==> src/shared/wdt_pkg.sv <==
// Package with register map, field layout, reset values and timing constants for the watchdog block.
package wdt_pkg;
	// Register byte addresses on the Avalon-MM slave.
	localparam logic [3:0] ADDR_WDT_CTRL = 4'h0;
	localparam logic [3:0] ADDR_TMR_PRESC = 4'h4;
	localparam logic [3:0] ADDR_STATUS = 4'h8;
	localparam logic [3:0] ADDR_CMD = 4'hc;

	// Control register layout.
	localparam int CTRL_EN_BIT = 0;
	localparam int CTRL_PS_LSB = 1;
	localparam int CTRL_PS_MSB = 4;
	localparam logic [7:0] CTRL_RESET = 8'h08;
	localparam logic [7:0] CTRL_WMASK = 8'h1f;
	localparam logic [3:0] PS_MAX_CODE = 4'hb;
	localparam int PS_BASE_LOG2 = 5;

	// Timer prescale configuration layout.
	localparam int PRESC_ASSIGN_BIT = 3;
	localparam int PRESC_RATIO_LSB = 0;
	localparam int PRESC_RATIO_MSB = 2;
	localparam logic [7:0] PRESC_RESET = 8'hff;

	// Status register layout.
	localparam int ST_TIMEOUT_BIT = 0;
	localparam int ST_PDOWN_BIT = 1;
	localparam int ST_ASLEEP_BIT = 2;
	localparam int ST_RUN_BIT = 3;
	localparam int ST_LFSTABLE_BIT = 4;
	localparam int ST_OSTRUN_BIT = 5;

	// Command register: writing a one to a bit issues the instruction.
	localparam int CMD_CLEAR_BIT = 0;
	localparam int CMD_SLEEP_BIT = 1;

	// Low-frequency tick derived from the 25 MHz clock.
	localparam int CLK_HZ = 25000000;
	localparam int LF_OSC_HZ = 31000;
	localparam int LF_DIV_CYCLES = CLK_HZ / LF_OSC_HZ;
	localparam int PRESC16_W = 16;
	localparam int PRESC8_W = 8;
	localparam int OST_TICKS = 1024;
	localparam logic [31:0] PC_RESET_VECTOR = 32'h0000_0000;

	// Sleep controller states.
	typedef enum logic [2:0] {
		WDT_AWAKE = 3'b001,
		WDT_ASLEEP = 3'b010,
		WDT_OSTWAIT = 3'b100
	} wdt_state_e;
endpackage : wdt_pkg

==> src/logic/wdt_core.sv <==
// Watchdog timer with sleep entry control and an Avalon-MM register slave.
//
// The address map and the Avalon-MM register port are this design's own decisions.
`timescale 1ns/10ps
module wdt_core (
	input wire logic clk_i,
	input wire logic srst_i,
	input wire logic config_watchdog_enable_i,
	input wire logic crystal_source_i,
	input wire logic osc_fail_i,
	input wire logic wake_event_i,
	input wire logic low_freq_ready_i,
	input wire logic [3:0] avs_address,
	input wire logic avs_read,
	input wire logic avs_write,
	input wire logic [31:0] avs_writedata,
	input wire logic [3:0] avs_byteenable,
	output logic [31:0] avs_readdata,
	output logic avs_waitrequest,
	output logic avs_response_err_o,
	output logic wdt_reset_o,
	output logic wdt_wake_o,
	output logic osc_driver_on_o,
	output logic io_freeze_o,
	output logic master_clear_pull_low_o,
	output logic asleep_o
);
	// ----------------------------------------------------------------
	// Registers and state
	// ----------------------------------------------------------------
	logic [7:0] ctrl_r;
	logic [7:0] presc_cfg_r;
	logic timeout_flag_r;
	logic pdown_flag_r;
	wdt_pkg::wdt_state_e state_r;
	logic [15:0] lf_div_r;
	logic lf_tick;
	logic [wdt_pkg::PRESC16_W-1:0] presc16_r;
	logic [wdt_pkg::PRESC8_W-1:0] presc8_r;
	logic [10:0] ost_cnt_r;
	logic bus_ack;
	logic clr_cmd;
	logic sleep_cmd;
	logic wdt_on;
	logic held;
	logic clear_cnt;
	logic p16_tap;
	logic p8_tap;
	logic timeout;
	logic bus_req;
	logic bus_rd_take;
	logic bus_wr;
	logic wake;
	logic p16_ovf;
	logic sleep_entry;
	logic sleep_level;
	logic ost_done;
	logic [3:0] period_tap;
	logic [15:0] period_mask;
	logic [7:0] presc8_last;
	logic [7:0] status_byte;
	logic [31:0] readdata_nxt;
	logic response_err_nxt;

	// ----------------------------------------------------------------
	// Helper functions
	// ----------------------------------------------------------------
	// Tap position on the 16-bit prescaler for a period code.
	function automatic logic [3:0] tap_index(input logic [3:0] code);
		if (code > wdt_pkg::PS_MAX_CODE) begin
			tap_index = 4'(wdt_pkg::PS_MAX_CODE + 4'(wdt_pkg::PS_BASE_LOG2 - 1));
		end else begin
			tap_index = 4'(code + 4'(wdt_pkg::PS_BASE_LOG2 - 1));
		end
	endfunction : tap_index

	// Mask of every prescaler bit below a tap position.
	function automatic logic [15:0] below_mask(input logic [3:0] tap);
		below_mask = 16'((17'h00001 << tap) - 17'h00001);
	endfunction : below_mask

	// Last count of the shared 8-bit stage for a ratio code, 1:2 up to 1:256.
	function automatic logic [7:0] ratio_last(input logic [2:0] ratio);
		ratio_last = 8'((9'h002 << ratio) - 9'h001);
	endfunction : ratio_last

	// Address match used by the command decode.
	function automatic logic is_addr(input logic [3:0] addr, input logic [3:0] target);
		is_addr = addr == target;
	endfunction : is_addr

	// ----------------------------------------------------------------
	// Bus slave
	// ----------------------------------------------------------------
	assign bus_req = avs_read | avs_write;
	assign bus_ack = ~avs_waitrequest;
	assign bus_rd_take = avs_read & avs_waitrequest;
	// Lane 0 carries every register, so a write without it is dropped.
	assign bus_wr = avs_write & bus_ack & avs_byteenable[0];

	// ----------------------------------------------------------------
	// Command decode
	// ----------------------------------------------------------------
	assign clr_cmd = bus_wr && is_addr(avs_address, wdt_pkg::ADDR_CMD) && avs_writedata[wdt_pkg::CMD_CLEAR_BIT];
	assign sleep_cmd = bus_wr && is_addr(avs_address, wdt_pkg::ADDR_CMD) && avs_writedata[wdt_pkg::CMD_SLEEP_BIT];

	// Waitrequest idles high and drops for exactly one cycle per request. It comes straight from a
	// flop, and the read data are loaded one edge before the master takes them.
	always_ff @(posedge clk_i) begin
		if (srst_i) begin
			avs_waitrequest <= 1'b1;
		end else begin
			avs_waitrequest <= ~(bus_req & avs_waitrequest);
		end
	end

	// ----------------------------------------------------------------
	// Read path
	// ----------------------------------------------------------------
	always_comb begin
		status_byte = 8'h00;
		status_byte[wdt_pkg::ST_TIMEOUT_BIT] = timeout_flag_r;
		status_byte[wdt_pkg::ST_PDOWN_BIT] = pdown_flag_r;
		status_byte[wdt_pkg::ST_ASLEEP_BIT] = state_r != wdt_pkg::WDT_AWAKE;
		status_byte[wdt_pkg::ST_RUN_BIT] = wdt_on & ~held;
		// Reflects only the oscillator's own readiness, not the watchdog's request.
		status_byte[wdt_pkg::ST_LFSTABLE_BIT] = low_freq_ready_i;
		status_byte[wdt_pkg::ST_OSTRUN_BIT] = state_r == wdt_pkg::WDT_OSTWAIT;
	end

	always_comb begin
		readdata_nxt = 32'h0000_0000;
		response_err_nxt = 1'b0;
		case (avs_address)
			wdt_pkg::ADDR_WDT_CTRL: begin
				readdata_nxt[7:0] = ctrl_r & wdt_pkg::CTRL_WMASK;
			end
			wdt_pkg::ADDR_TMR_PRESC: begin
				readdata_nxt[7:0] = presc_cfg_r;
			end
			wdt_pkg::ADDR_STATUS: begin
				readdata_nxt[7:0] = status_byte;
			end
			wdt_pkg::ADDR_CMD: begin
				readdata_nxt = 32'h0000_0000;
			end
			default: begin
				response_err_nxt = 1'b1;
			end
		endcase
	end

	always_ff @(posedge clk_i) begin
		if (srst_i) begin
			avs_readdata <= 32'h0000_0000;
			avs_response_err_o <= 1'b0;
		end else if (bus_rd_take) begin
			avs_readdata <= readdata_nxt;
			avs_response_err_o <= response_err_nxt;
		end
	end

	always_ff @(posedge clk_i) begin
		if (srst_i) begin
			ctrl_r <= wdt_pkg::CTRL_RESET;
		end else if (bus_wr && avs_address == wdt_pkg::ADDR_WDT_CTRL) begin
			ctrl_r <= avs_writedata[7:0] & wdt_pkg::CTRL_WMASK;
		end
	end

	always_ff @(posedge clk_i) begin
		if (srst_i) begin
			presc_cfg_r <= wdt_pkg::PRESC_RESET;
		end else if (bus_wr && avs_address == wdt_pkg::ADDR_TMR_PRESC) begin
			presc_cfg_r <= avs_writedata[7:0];
		end
	end

	// ----------------------------------------------------------------
	// Low-frequency time base
	// ----------------------------------------------------------------
	// The system clock is fixed here, so a divider stands in for the 31 kHz source.
	assign lf_tick = lf_div_r == 16'(wdt_pkg::LF_DIV_CYCLES - 1);

	always_ff @(posedge clk_i) begin
		if (srst_i || lf_tick) begin
			lf_div_r <= 16'h0000;
		end else begin
			lf_div_r <= lf_div_r + 16'h0001;
		end
	end

	// ----------------------------------------------------------------
	// Enable, hold and clear
	// ----------------------------------------------------------------
	assign wdt_on = config_watchdog_enable_i | ctrl_r[wdt_pkg::CTRL_EN_BIT];
	assign held = state_r == wdt_pkg::WDT_OSTWAIT;
	assign wake = (state_r == wdt_pkg::WDT_ASLEEP) && (wake_event_i || timeout);
	assign sleep_entry = state_r == wdt_pkg::WDT_AWAKE && sleep_cmd;
	assign sleep_level = state_r == wdt_pkg::WDT_ASLEEP || sleep_entry;
	assign ost_done = ost_cnt_r == 11'(wdt_pkg::OST_TICKS);
	assign clear_cnt = ~wdt_on | clr_cmd | osc_fail_i | held | wake | (sleep_cmd & wdt_on);

	// ----------------------------------------------------------------
	// Prescaler chain
	// ----------------------------------------------------------------
	// The 16-bit stage counts whenever the watchdog runs; the shared 8-bit stage divides its tap further when assigned.
	assign period_tap = tap_index(ctrl_r[wdt_pkg::CTRL_PS_MSB:wdt_pkg::CTRL_PS_LSB]);
	assign period_mask = below_mask(period_tap);
	assign p16_tap = presc16_r[period_tap];
	// The period elapses when the tap bit and every bit below it are set on a low-frequency tick.
	assign p16_ovf = lf_tick & p16_tap & ((presc16_r & period_mask) == period_mask);
	assign presc8_last = ratio_last(presc_cfg_r[wdt_pkg::PRESC_RATIO_MSB:wdt_pkg::PRESC_RATIO_LSB]);
	assign p8_tap = presc8_r == presc8_last;
	// Spans 32 ticks (about 1 ms) up to 65536 x 256 ticks (about 541 s).
	assign timeout = wdt_on & ~held & p16_ovf
		& (~presc_cfg_r[wdt_pkg::PRESC_ASSIGN_BIT] | p8_tap);

	always_ff @(posedge clk_i) begin
		if (srst_i || clear_cnt) begin
			presc16_r <= '0;
		end else if (lf_tick) begin
			presc16_r <= presc16_r + 16'h0001;
		end
	end

	always_ff @(posedge clk_i) begin
		if (srst_i || clear_cnt || ~presc_cfg_r[wdt_pkg::PRESC_ASSIGN_BIT]) begin
			presc8_r <= '0;
		end else if (p16_ovf) begin
			presc8_r <= p8_tap ? 8'h00 : presc8_r + 8'h01;
		end
	end

	// ----------------------------------------------------------------
	// Sleep controller
	// ----------------------------------------------------------------
	always_ff @(posedge clk_i) begin
		if (srst_i) begin
			state_r <= wdt_pkg::WDT_AWAKE;
			ost_cnt_r <= 11'h000;
		end else begin
			case (state_r)
				wdt_pkg::WDT_AWAKE: begin
					if (sleep_cmd) begin
						state_r <= wdt_pkg::WDT_ASLEEP;
					end
				end
				wdt_pkg::WDT_ASLEEP: begin
					if (wake && crystal_source_i) begin
						state_r <= wdt_pkg::WDT_OSTWAIT;
						ost_cnt_r <= 11'h000;
					end else if (wake) begin
						state_r <= wdt_pkg::WDT_AWAKE;
					end
				end
				wdt_pkg::WDT_OSTWAIT: begin
					if (lf_tick) begin
						ost_cnt_r <= ost_cnt_r + 11'h001;
					end
					if (ost_done) begin
						state_r <= wdt_pkg::WDT_AWAKE;
					end
				end
				default: state_r <= wdt_pkg::WDT_AWAKE;
			endcase
		end
	end

	// ----------------------------------------------------------------
	// Status flags
	// ----------------------------------------------------------------
	// Sleep entry wins over a time-out in the same cycle, so the flag still shows that sleep began.
	always_ff @(posedge clk_i) begin
		if (srst_i) begin
			timeout_flag_r <= 1'b1;
		end else if (sleep_entry) begin
			timeout_flag_r <= 1'b1;
		end else if (wake && timeout) begin
			timeout_flag_r <= 1'b0;
		end else if (state_r == wdt_pkg::WDT_AWAKE && timeout) begin
			timeout_flag_r <= 1'b0;
		end
	end

	always_ff @(posedge clk_i) begin
		if (srst_i) begin
			pdown_flag_r <= 1'b1;
		end else if (sleep_entry) begin
			pdown_flag_r <= 1'b0;
		end
	end

	// ----------------------------------------------------------------
	// Outputs
	// ----------------------------------------------------------------
	// Core reloads its program counter with the reset vector on this pulse.
	always_ff @(posedge clk_i) begin
		if (srst_i) begin
			wdt_reset_o <= 1'b0;
		end else begin
			wdt_reset_o <= state_r == wdt_pkg::WDT_AWAKE && timeout;
		end
	end

	// Core continues at its next instruction on this pulse.
	always_ff @(posedge clk_i) begin
		if (srst_i) begin
			wdt_wake_o <= 1'b0;
		end else begin
			wdt_wake_o <= wake && timeout;
		end
	end

	always_ff @(posedge clk_i) begin
		if (srst_i) begin
			osc_driver_on_o <= 1'b1;
		end else begin
			osc_driver_on_o <= ~sleep_level;
		end
	end

	always_ff @(posedge clk_i) begin
		if (srst_i) begin
			io_freeze_o <= 1'b0;
		end else begin
			io_freeze_o <= sleep_level;
		end
	end

	// The time-out reset stays internal; the pin is never pulled.
	always_ff @(posedge clk_i) begin
		if (srst_i) begin
			master_clear_pull_low_o <= 1'b0;
		end else begin
			master_clear_pull_low_o <= 1'b0;
		end
	end

	always_ff @(posedge clk_i) begin
		if (srst_i) begin
			asleep_o <= 1'b0;
		end else begin
			asleep_o <= sleep_level;
		end
	end
endmodule : wdt_core

==> config.mk <==
export PLATFORM = sky130hd
export DESIGN_NAME = wdt_core
export DESIGN_NICKNAME = d
export VERILOG_FILES = /design/src/shared/wdt_pkg.sv /design/src/logic/wdt_core.sv
export SDC_FILE = /design/constraint.sdc
export NUM_CORES = 1
export LEC_CHECK = 0
export ABC_CLOCK_PERIOD_IN_PS = 2500
export BUFFER_PORTS_ARGS = -buffer_cell sky130_fd_sc_hd__buf_2
export CORE_MARGIN = 2
export CORE_UTILIZATION = 50
export CTS_CLUSTER_DIAMETER = 150
export DETAILED_ROUTE_END_ITERATION = 10
export PLACE_DENSITY = 0.76
export SYNTH_ARGS = -nofsm -noshare
export SYNTH_HDL_FRONTEND = slang
export SYNTH_SLANG_ARGS = --single-unit
==> constraint.sdc <==
create_clock -name clk_i -period 2.5 [get_ports clk_i]
set_clock_uncertainty 0.15 [all_clocks]
set_input_delay 0.25 -clock clk_i [delete_from_list [all_inputs] [get_ports clk_i]]
set_output_delay 0.25 -clock clk_i [all_outputs]
set_load 0.03 [all_outputs]
Word-level counts from Yosys, hierarchy flattened
Index checks and enable logic that the tools add are counted.
Word-level totals
  output and inout bits: 40
  bits of input ports: 49
  flip-flop bits (word level): 83
  word-level logic and storage cells: 106
Cells by class
  muxes and demuxes: 16
  shift operators: 2
  equality and inequality tests: 16
  bitwise logic cells: 25
  order comparisons: 2
  reduce and logical (&&, ||, !) cells: 22
  $add $sub $neg: 7
Operator list (number)
  16-bit by 1-bit adder with 16-bit output (second input constant): 2
  8-bit case mux with 3 select lines: 1
  11-bit two-way mux: 2
  11-bit case mux with 2 select lines: 1
  16-bit bitwise AND: 1
  16-bit by 10-bit == test with 1-bit output (second input constant): 1
  16-bit == test: 1
  1-bit by 4-bit << shifter with 16-bit output (first input constant): 1
  16-bit by 1-bit subtractor with 16-bit output (second input constant): 1
  3-bit two-way mux: 4
  11-bit by 1-bit adder with 11-bit output (second input constant): 1
  11-bit == test (second input constant): 1
  1-bit bitwise AND: 10
  1-bit logical AND: 10
  3-bit case mux with 3 select lines: 1
  8-bit by 1-bit adder with 8-bit output (second input constant): 1
  4-bit == test (second input constant): 2
  8-bit == test: 1
  8-bit two-way mux: 1
  1-bit OR: 8
  2-bit by 3-bit << shifter with 8-bit output (first input constant): 1
  8-bit by 1-bit subtractor with 8-bit output (second input constant): 1
  1-bit NOT: 6
  3-bit AND reduction: 2
  19 further kinds: 29

Logic depth before layout (Yosys ltp)
  word-level depth: 15
  depth in mapped cells: 11
  gate-level depth less buffers: 9

Worst setup path before layout
No wires, ideal clock.
  path kind: flip-flop to flip-flop
  start point: register ctrl_r[4]
  end point: register presc8_r[7] (netlist name)
  data required time: 2.284 ns
  path slack: 0.136 ns
  stages on the path, launching flop included: 7
  data arrival time: 2.147 ns
  path buffers: 1
  period minus slack after synthesis: 2.364 ns
  library setup time: 0.066 ns
  cell sequence: dfxtp_1 buf_2 a221o_1 a2111o_1 or3_4 or4_4 a21oi_2
Between the ends
  word-level cells in the longest chain between the ends: 15
  elaborated cells between the ends (all ways): 19
  classes of those cells: add/sub: 2; order compare: 1; eq/ne: 1; shift: 1; mux: 3; bitwise: 7; reduce/logical: 4
Ends and longest elaborated chain
  start: declaration: RTL line wdt_core.sv:31  | logic [7:0] ctrl_r;
  start signal: assignment: RTL line wdt_core.sv:165  | ctrl_r <= wdt_pkg::CTRL_RESET;
  start signal: assignment: RTL line wdt_core.sv:167  | ctrl_r <= avs_writedata[7:0] & wdt_pkg::CTRL_WMASK;
  4-bit by 3-bit adder with 4-bit output / 4-bit > comparator (equally long branches): RTL line wdt_core.sv:73, wdt_core.sv:70
  4-bit two-way mux *: RTL line wdt_core.sv:70  | if (code > wdt_pkg::PS_MAX_CODE) begin
  1-bit by 4-bit << shifter with 16-bit output: RTL line wdt_core.sv:79  | below_mask = 16'((17'h00001 << tap) - 17'h00001);
  16-bit by 1-bit subtractor with 16-bit output: RTL line wdt_core.sv:79
  16-bit bitwise AND: RTL line wdt_core.sv:212  | assign p16_ovf = lf_tick & p16_tap & ((presc16_r & period_mask) == period_mask);
  16-bit == test: RTL line wdt_core.sv:212
  1-bit bitwise AND *: RTL line wdt_core.sv:212
  1-bit bitwise AND: RTL line wdt_core.sv:216  | assign timeout = wdt_on & ~held & p16_ovf
  1-bit bitwise AND: RTL line wdt_core.sv:217  | & (~presc_cfg_r[wdt_pkg::PRESC_ASSIGN_BIT] | p8_tap);
  1-bit logical OR: RTL line wdt_core.sv:198  | assign wake = (state_r == wdt_pkg::WDT_ASLEEP) && (wake_event_i || timeout);
  1-bit logical AND: RTL line wdt_core.sv:198
  1-bit OR (2 in a row): RTL line wdt_core.sv:202  | assign clear_cnt = ~wdt_on | clr_cmd | osc_fail_i | held | wake | (sleep_cmd & wdt_on);
  1-bit logical OR (2 in a row): RTL line wdt_core.sv:228  | if (srst_i || clear_cnt || ~presc_cfg_r[wdt_pkg::PRESC_ASSIGN_BIT]) begin
  end signal: assignment: RTL line wdt_core.sv:231  | presc8_r <= p8_tap ? 8'h00 : presc8_r + 8'h01;
  end: declaration: RTL line wdt_core.sv:39  | logic [wdt_pkg::PRESC8_W-1:0] presc8_r;
Every way passes the cells marked *; elsewhere a longest branch is shown, timed or not. The select of a mux whose other input is x is not followed.
A chain may end at the register's enable or synchronous reset.

Worst setup path in the final report
  start point: register ctrl_r[1]
  end point: register presc8_r[7] (netlist name)
Same word-level chain as after synthesis.

==> impl_metrics.yaml <==
run_status:
  status: "complete, no violations"
route:
  ant_nets: 0
  routed_wl_um: 10340
  drtIter0Drc: 159
  first_pass_iters: 4
  drc_errors: 0
  post_drt_wl_per_cell_um: 14.20
  via_per_inst: 5.538
  via_count: 4032
power:
  seq_power_share: 0.520
  clkPwrFrac: 0.401
  p_comb_frac: 0.079
  p_leak_uw: 0.002031
  power.switching_uw: 626.1
  netSwitchingFraction: 0.2436
  powerDensity_mw_per_mm2: 484.4
  ir_drop_uv: 292.4
  internal-power_uw: 1944
cells_and_area:
  postLayoutCoreUtil: 0.6083
  num_antenna_cells: 0
  syn_to_final_growth_pct: 17.94
  fill_cells: 784
  layout-drive-gt1-share: 0.2177
  multi_input_area_mm2: 0.002653
  num-nets-final: 673
  ff_latch_area_mm2: 0.001680
placed_design:
  gp_congestion: 0.8674
  dp_hpwl_um: 7373
  place_ws_ns: -0.1082
  port_buffers: 36
setup_path:
  critical_path.max_fanout: 14
  cp_top_family: "simple AND/OR/NAND/NOR gates"
  path_class: "flop to flop"
  crit_chain: "buf_12 > nor2b_1 > o21ai_0 > a211oi_2 > o21ai_1 > or3_4 > or4_4 > a21oi_2"
  required_ns: 2.65
  worstPathArrival_ns: 2.56
  path_buf_inv: 1
  cp-end-kind: "flop"
  rrSetupSlack_ns: 0.08
  critPathLaunchType: "flop"
  cp_slowest_stage_delay_ns: 0.52
  cp_slowest_cell: "or4_4"
global_routing:
  grt_pass1_wl_um: 17150
  overflow: 0
  antenna_found_initial: 0
  grtUsageTotal: 0.2115
  grt_pass1_vias: 3863
  grt_max_degree: 28
clock_tree:
  clock-root-buffer: "clkbuf_8"
  h-tree-depth: 3
  cts_tree: "yes"
  clk_path_buf_depth: 2
  cts.reportedPaths.clkPinSlew_ns: 0.08
  numClockSinks: 83
  cts_made_buffers: 9
  clock_latency_ns: 0.36
yosys:
  syn_area_per_cell_um2: 8.163
  yosysWarnings: 0
  synth_edf_count: 0
  synth_ff_type: "dfxtp_1"
  syn_inst: 551
  postSynth.asyncResetShare: 0
  synth_top_area_frac: 0.3694
  syn_area_mm2: 0.004498
  yosysUniqueCellTypes: 66
  synth_top_cell_by_area: "dfxtp_1"
  ys_seq_elements: 83
  netlist_top_cells_area: "dfxtp_1 (37%), nor2_1 (5.8%), buf_4 (4.8%)"
  ys_seq_area_frac: 0.3694
sta:
  rsz0062_at_grt: "true"
  tightestPinTransition_ns: 0.5555
  finalCritPeriodShare: 0.9675
  hold_viol_final: 0
  maxSlewHeadroom: 0.6289
  fin_crit_ns: 2.419
  max_freq_mhz: 413.4
  drv_slew: 0
  finalSetupViolCount: 0
  fin_ws_ns: 0.08120
  whs_ns: 0.02913
floorplanning:
  die_y_um: 98.85
  die_w_um: 98.85
  row_count: 34
  initial_core_util: 0.5158
  dieArea_mm2: 0.009770
  fp.coreArea_mm2: 0.008721
  io_pins: 89
job:
  maxCapViolCount: 0
hold_path:
  hold_path.class: "primary input to flop"
metal layers:
metal | part of all wire | GRT usage | vias to the layer above
li1 | - | - | 2007
met1 | 0.43 | 0.2504 | 1935
met2 | 0.52 | 0.3779 | 78
met3 | 0.043 | 0.05390 | 12
met4 | 0.011 | 0.05901 | 0
met5 | 0 | 0 | -
power by group through the flow:
stage          logic [µW]  clock network [µW]  registers, µW
5_1_grt               221                1100           1340
2_1_floorplan         150                   0           1380
3_3_place_gp          180                   0           1370
3_5_place_dp          184                   0           1370
4_1_cts               195                1060           1340
6_report              202                1030           1340
worst reg2reg max path, delay by kind of cell (launching register included):
family                 cells  cell delay [ns]
and+or+nand+nor            3             0.98
AOI/OAI and AO/OA          4             0.71
DFF                        1             0.37
buffers and inverters      1             0.15
registers in the layout (all words and copies together) (netlist names), 3 cells and up:
signal / flops
avs_readdata: 8
ctrl_r: 5
lf_div_r: 16
ost_cnt_r: 11
presc16_r: 16
presc8_r: 8
presc_cfg_r: 8
state_r: 3
timing repair:
item,4_1_cts,5_1_grt
setup buffers,1,0
endpoints found under the hold margin,8,0
gates resized for setup,2,33
endpoints found under the setup margin,36,27
pin swaps,2,10
hold buffers,8,0
synth_stat cells, types with 3 or more instances:
cell	count
and2_1	4
or3_1	5
ha_1	7
nor4b_1	3
xor2_1	18
inv_1	21
o211ai_1	7
nand3_1	28
nand2_1	56
nor2b_1	4
nand2b_1	6
buf_2	5
dfxtp_1	83
nor3_1	27
buf_4	29
mux2i_1	9
nand4_1	15
o21ai_0	19
and3_1	8
a211oi_1	4
clkbuf_1	14
a21oi_1	17
xnor2_1	20
a31o_2	4
o31ai_1	3
nor3b_1	3
a22oi_1	9
nor2_1	69
nor4_1	4
cell usage in the layout (no fill, tap or decap), types with 3 or more instances in the layout:
cell type,Yosys,final
dfxtp_1,83,72
nor2_1,69,69
nand2_1,56,56
buf_2,5,36
buf_4,29,34
nand3_1,28,28
conb_1,2,27
nor3_1,27,21
inv_1,21,20
xnor2_1,20,20
o21ai_0,19,18
xor2_1,18,18
a21oi_1,17,17
nand4_1,15,15
mux2i_1,9,9
clkbuf_8,0,9
dfxtp_2,0,9
dlygate4sd3_1,0,8
and3_1,8,7
a22oi_1,9,7
o211ai_1,7,7
nand2b_1,6,6
nor3_2,0,6
ha_1,7,6
or3_1,5,5
nor2b_1,4,4
and2_1,4,4
a31o_2,4,4
nor3b_1,3,3
o31ai_1,3,3
o21ai_1,2,3
a211oi_1,4,3
cell families (layout without fill, tap and decap cells):
logic type	after synthesis	count (layout)	synth area share
and+or+nand+nor	244	244	0.2676
AOI/OAI and AO/OA	95	95	0.1522
DFF	83	83	0.3694
buffers and inverters	71	115	0.08818
xor gates and xnor gates	38	38	0.07399
muxes	11	11	0.02754
adders and majority gates	7	7	0.01947
other	2	27	0.001670
worst paths after layout:
path	start	to	cells past startpoint
max	ctrl_r[1]	presc8_r[7]	8
min	avs_writedata[1]	presc_cfg_r[1]	3
max reg2reg	ctrl_r[1]	presc8_r[7]	8
min reg2reg	presc_cfg_r[5]	presc_cfg_r[5]	2
per-stage QoR:
stage | power [µW] | cell area (µm²) | instances | TNS, ns
6_report | 2570 | 5305 | 728 | 0
3_3_place_gp | 1549 | 4877 | 705 | 0
2_1_floorplan | 1531 | 4592 | 576 | 0
4_1_cts | 2590 | 5170 | 728 | -0.03796
3_5_place_dp | 1553 | 4877 | 705 | -1.261
5_1_grt | 2661 | 5305 | 728 | -0.1510
final cells by class:
class / count / share of cell area
Multi-Input combinational cell: 422 / 0.5000
Sequential cell: 83 / 0.3167
Inverter: 21 / 0.01486
Clock inverter: 5 / 0.01486
Timing Repair Buffer: 80 / 0.1047
Tap cell: 108 / 0.02547
Clock buffer: 9 / 0.02335
No activity file was read; power rests on OpenSTA's default activity.
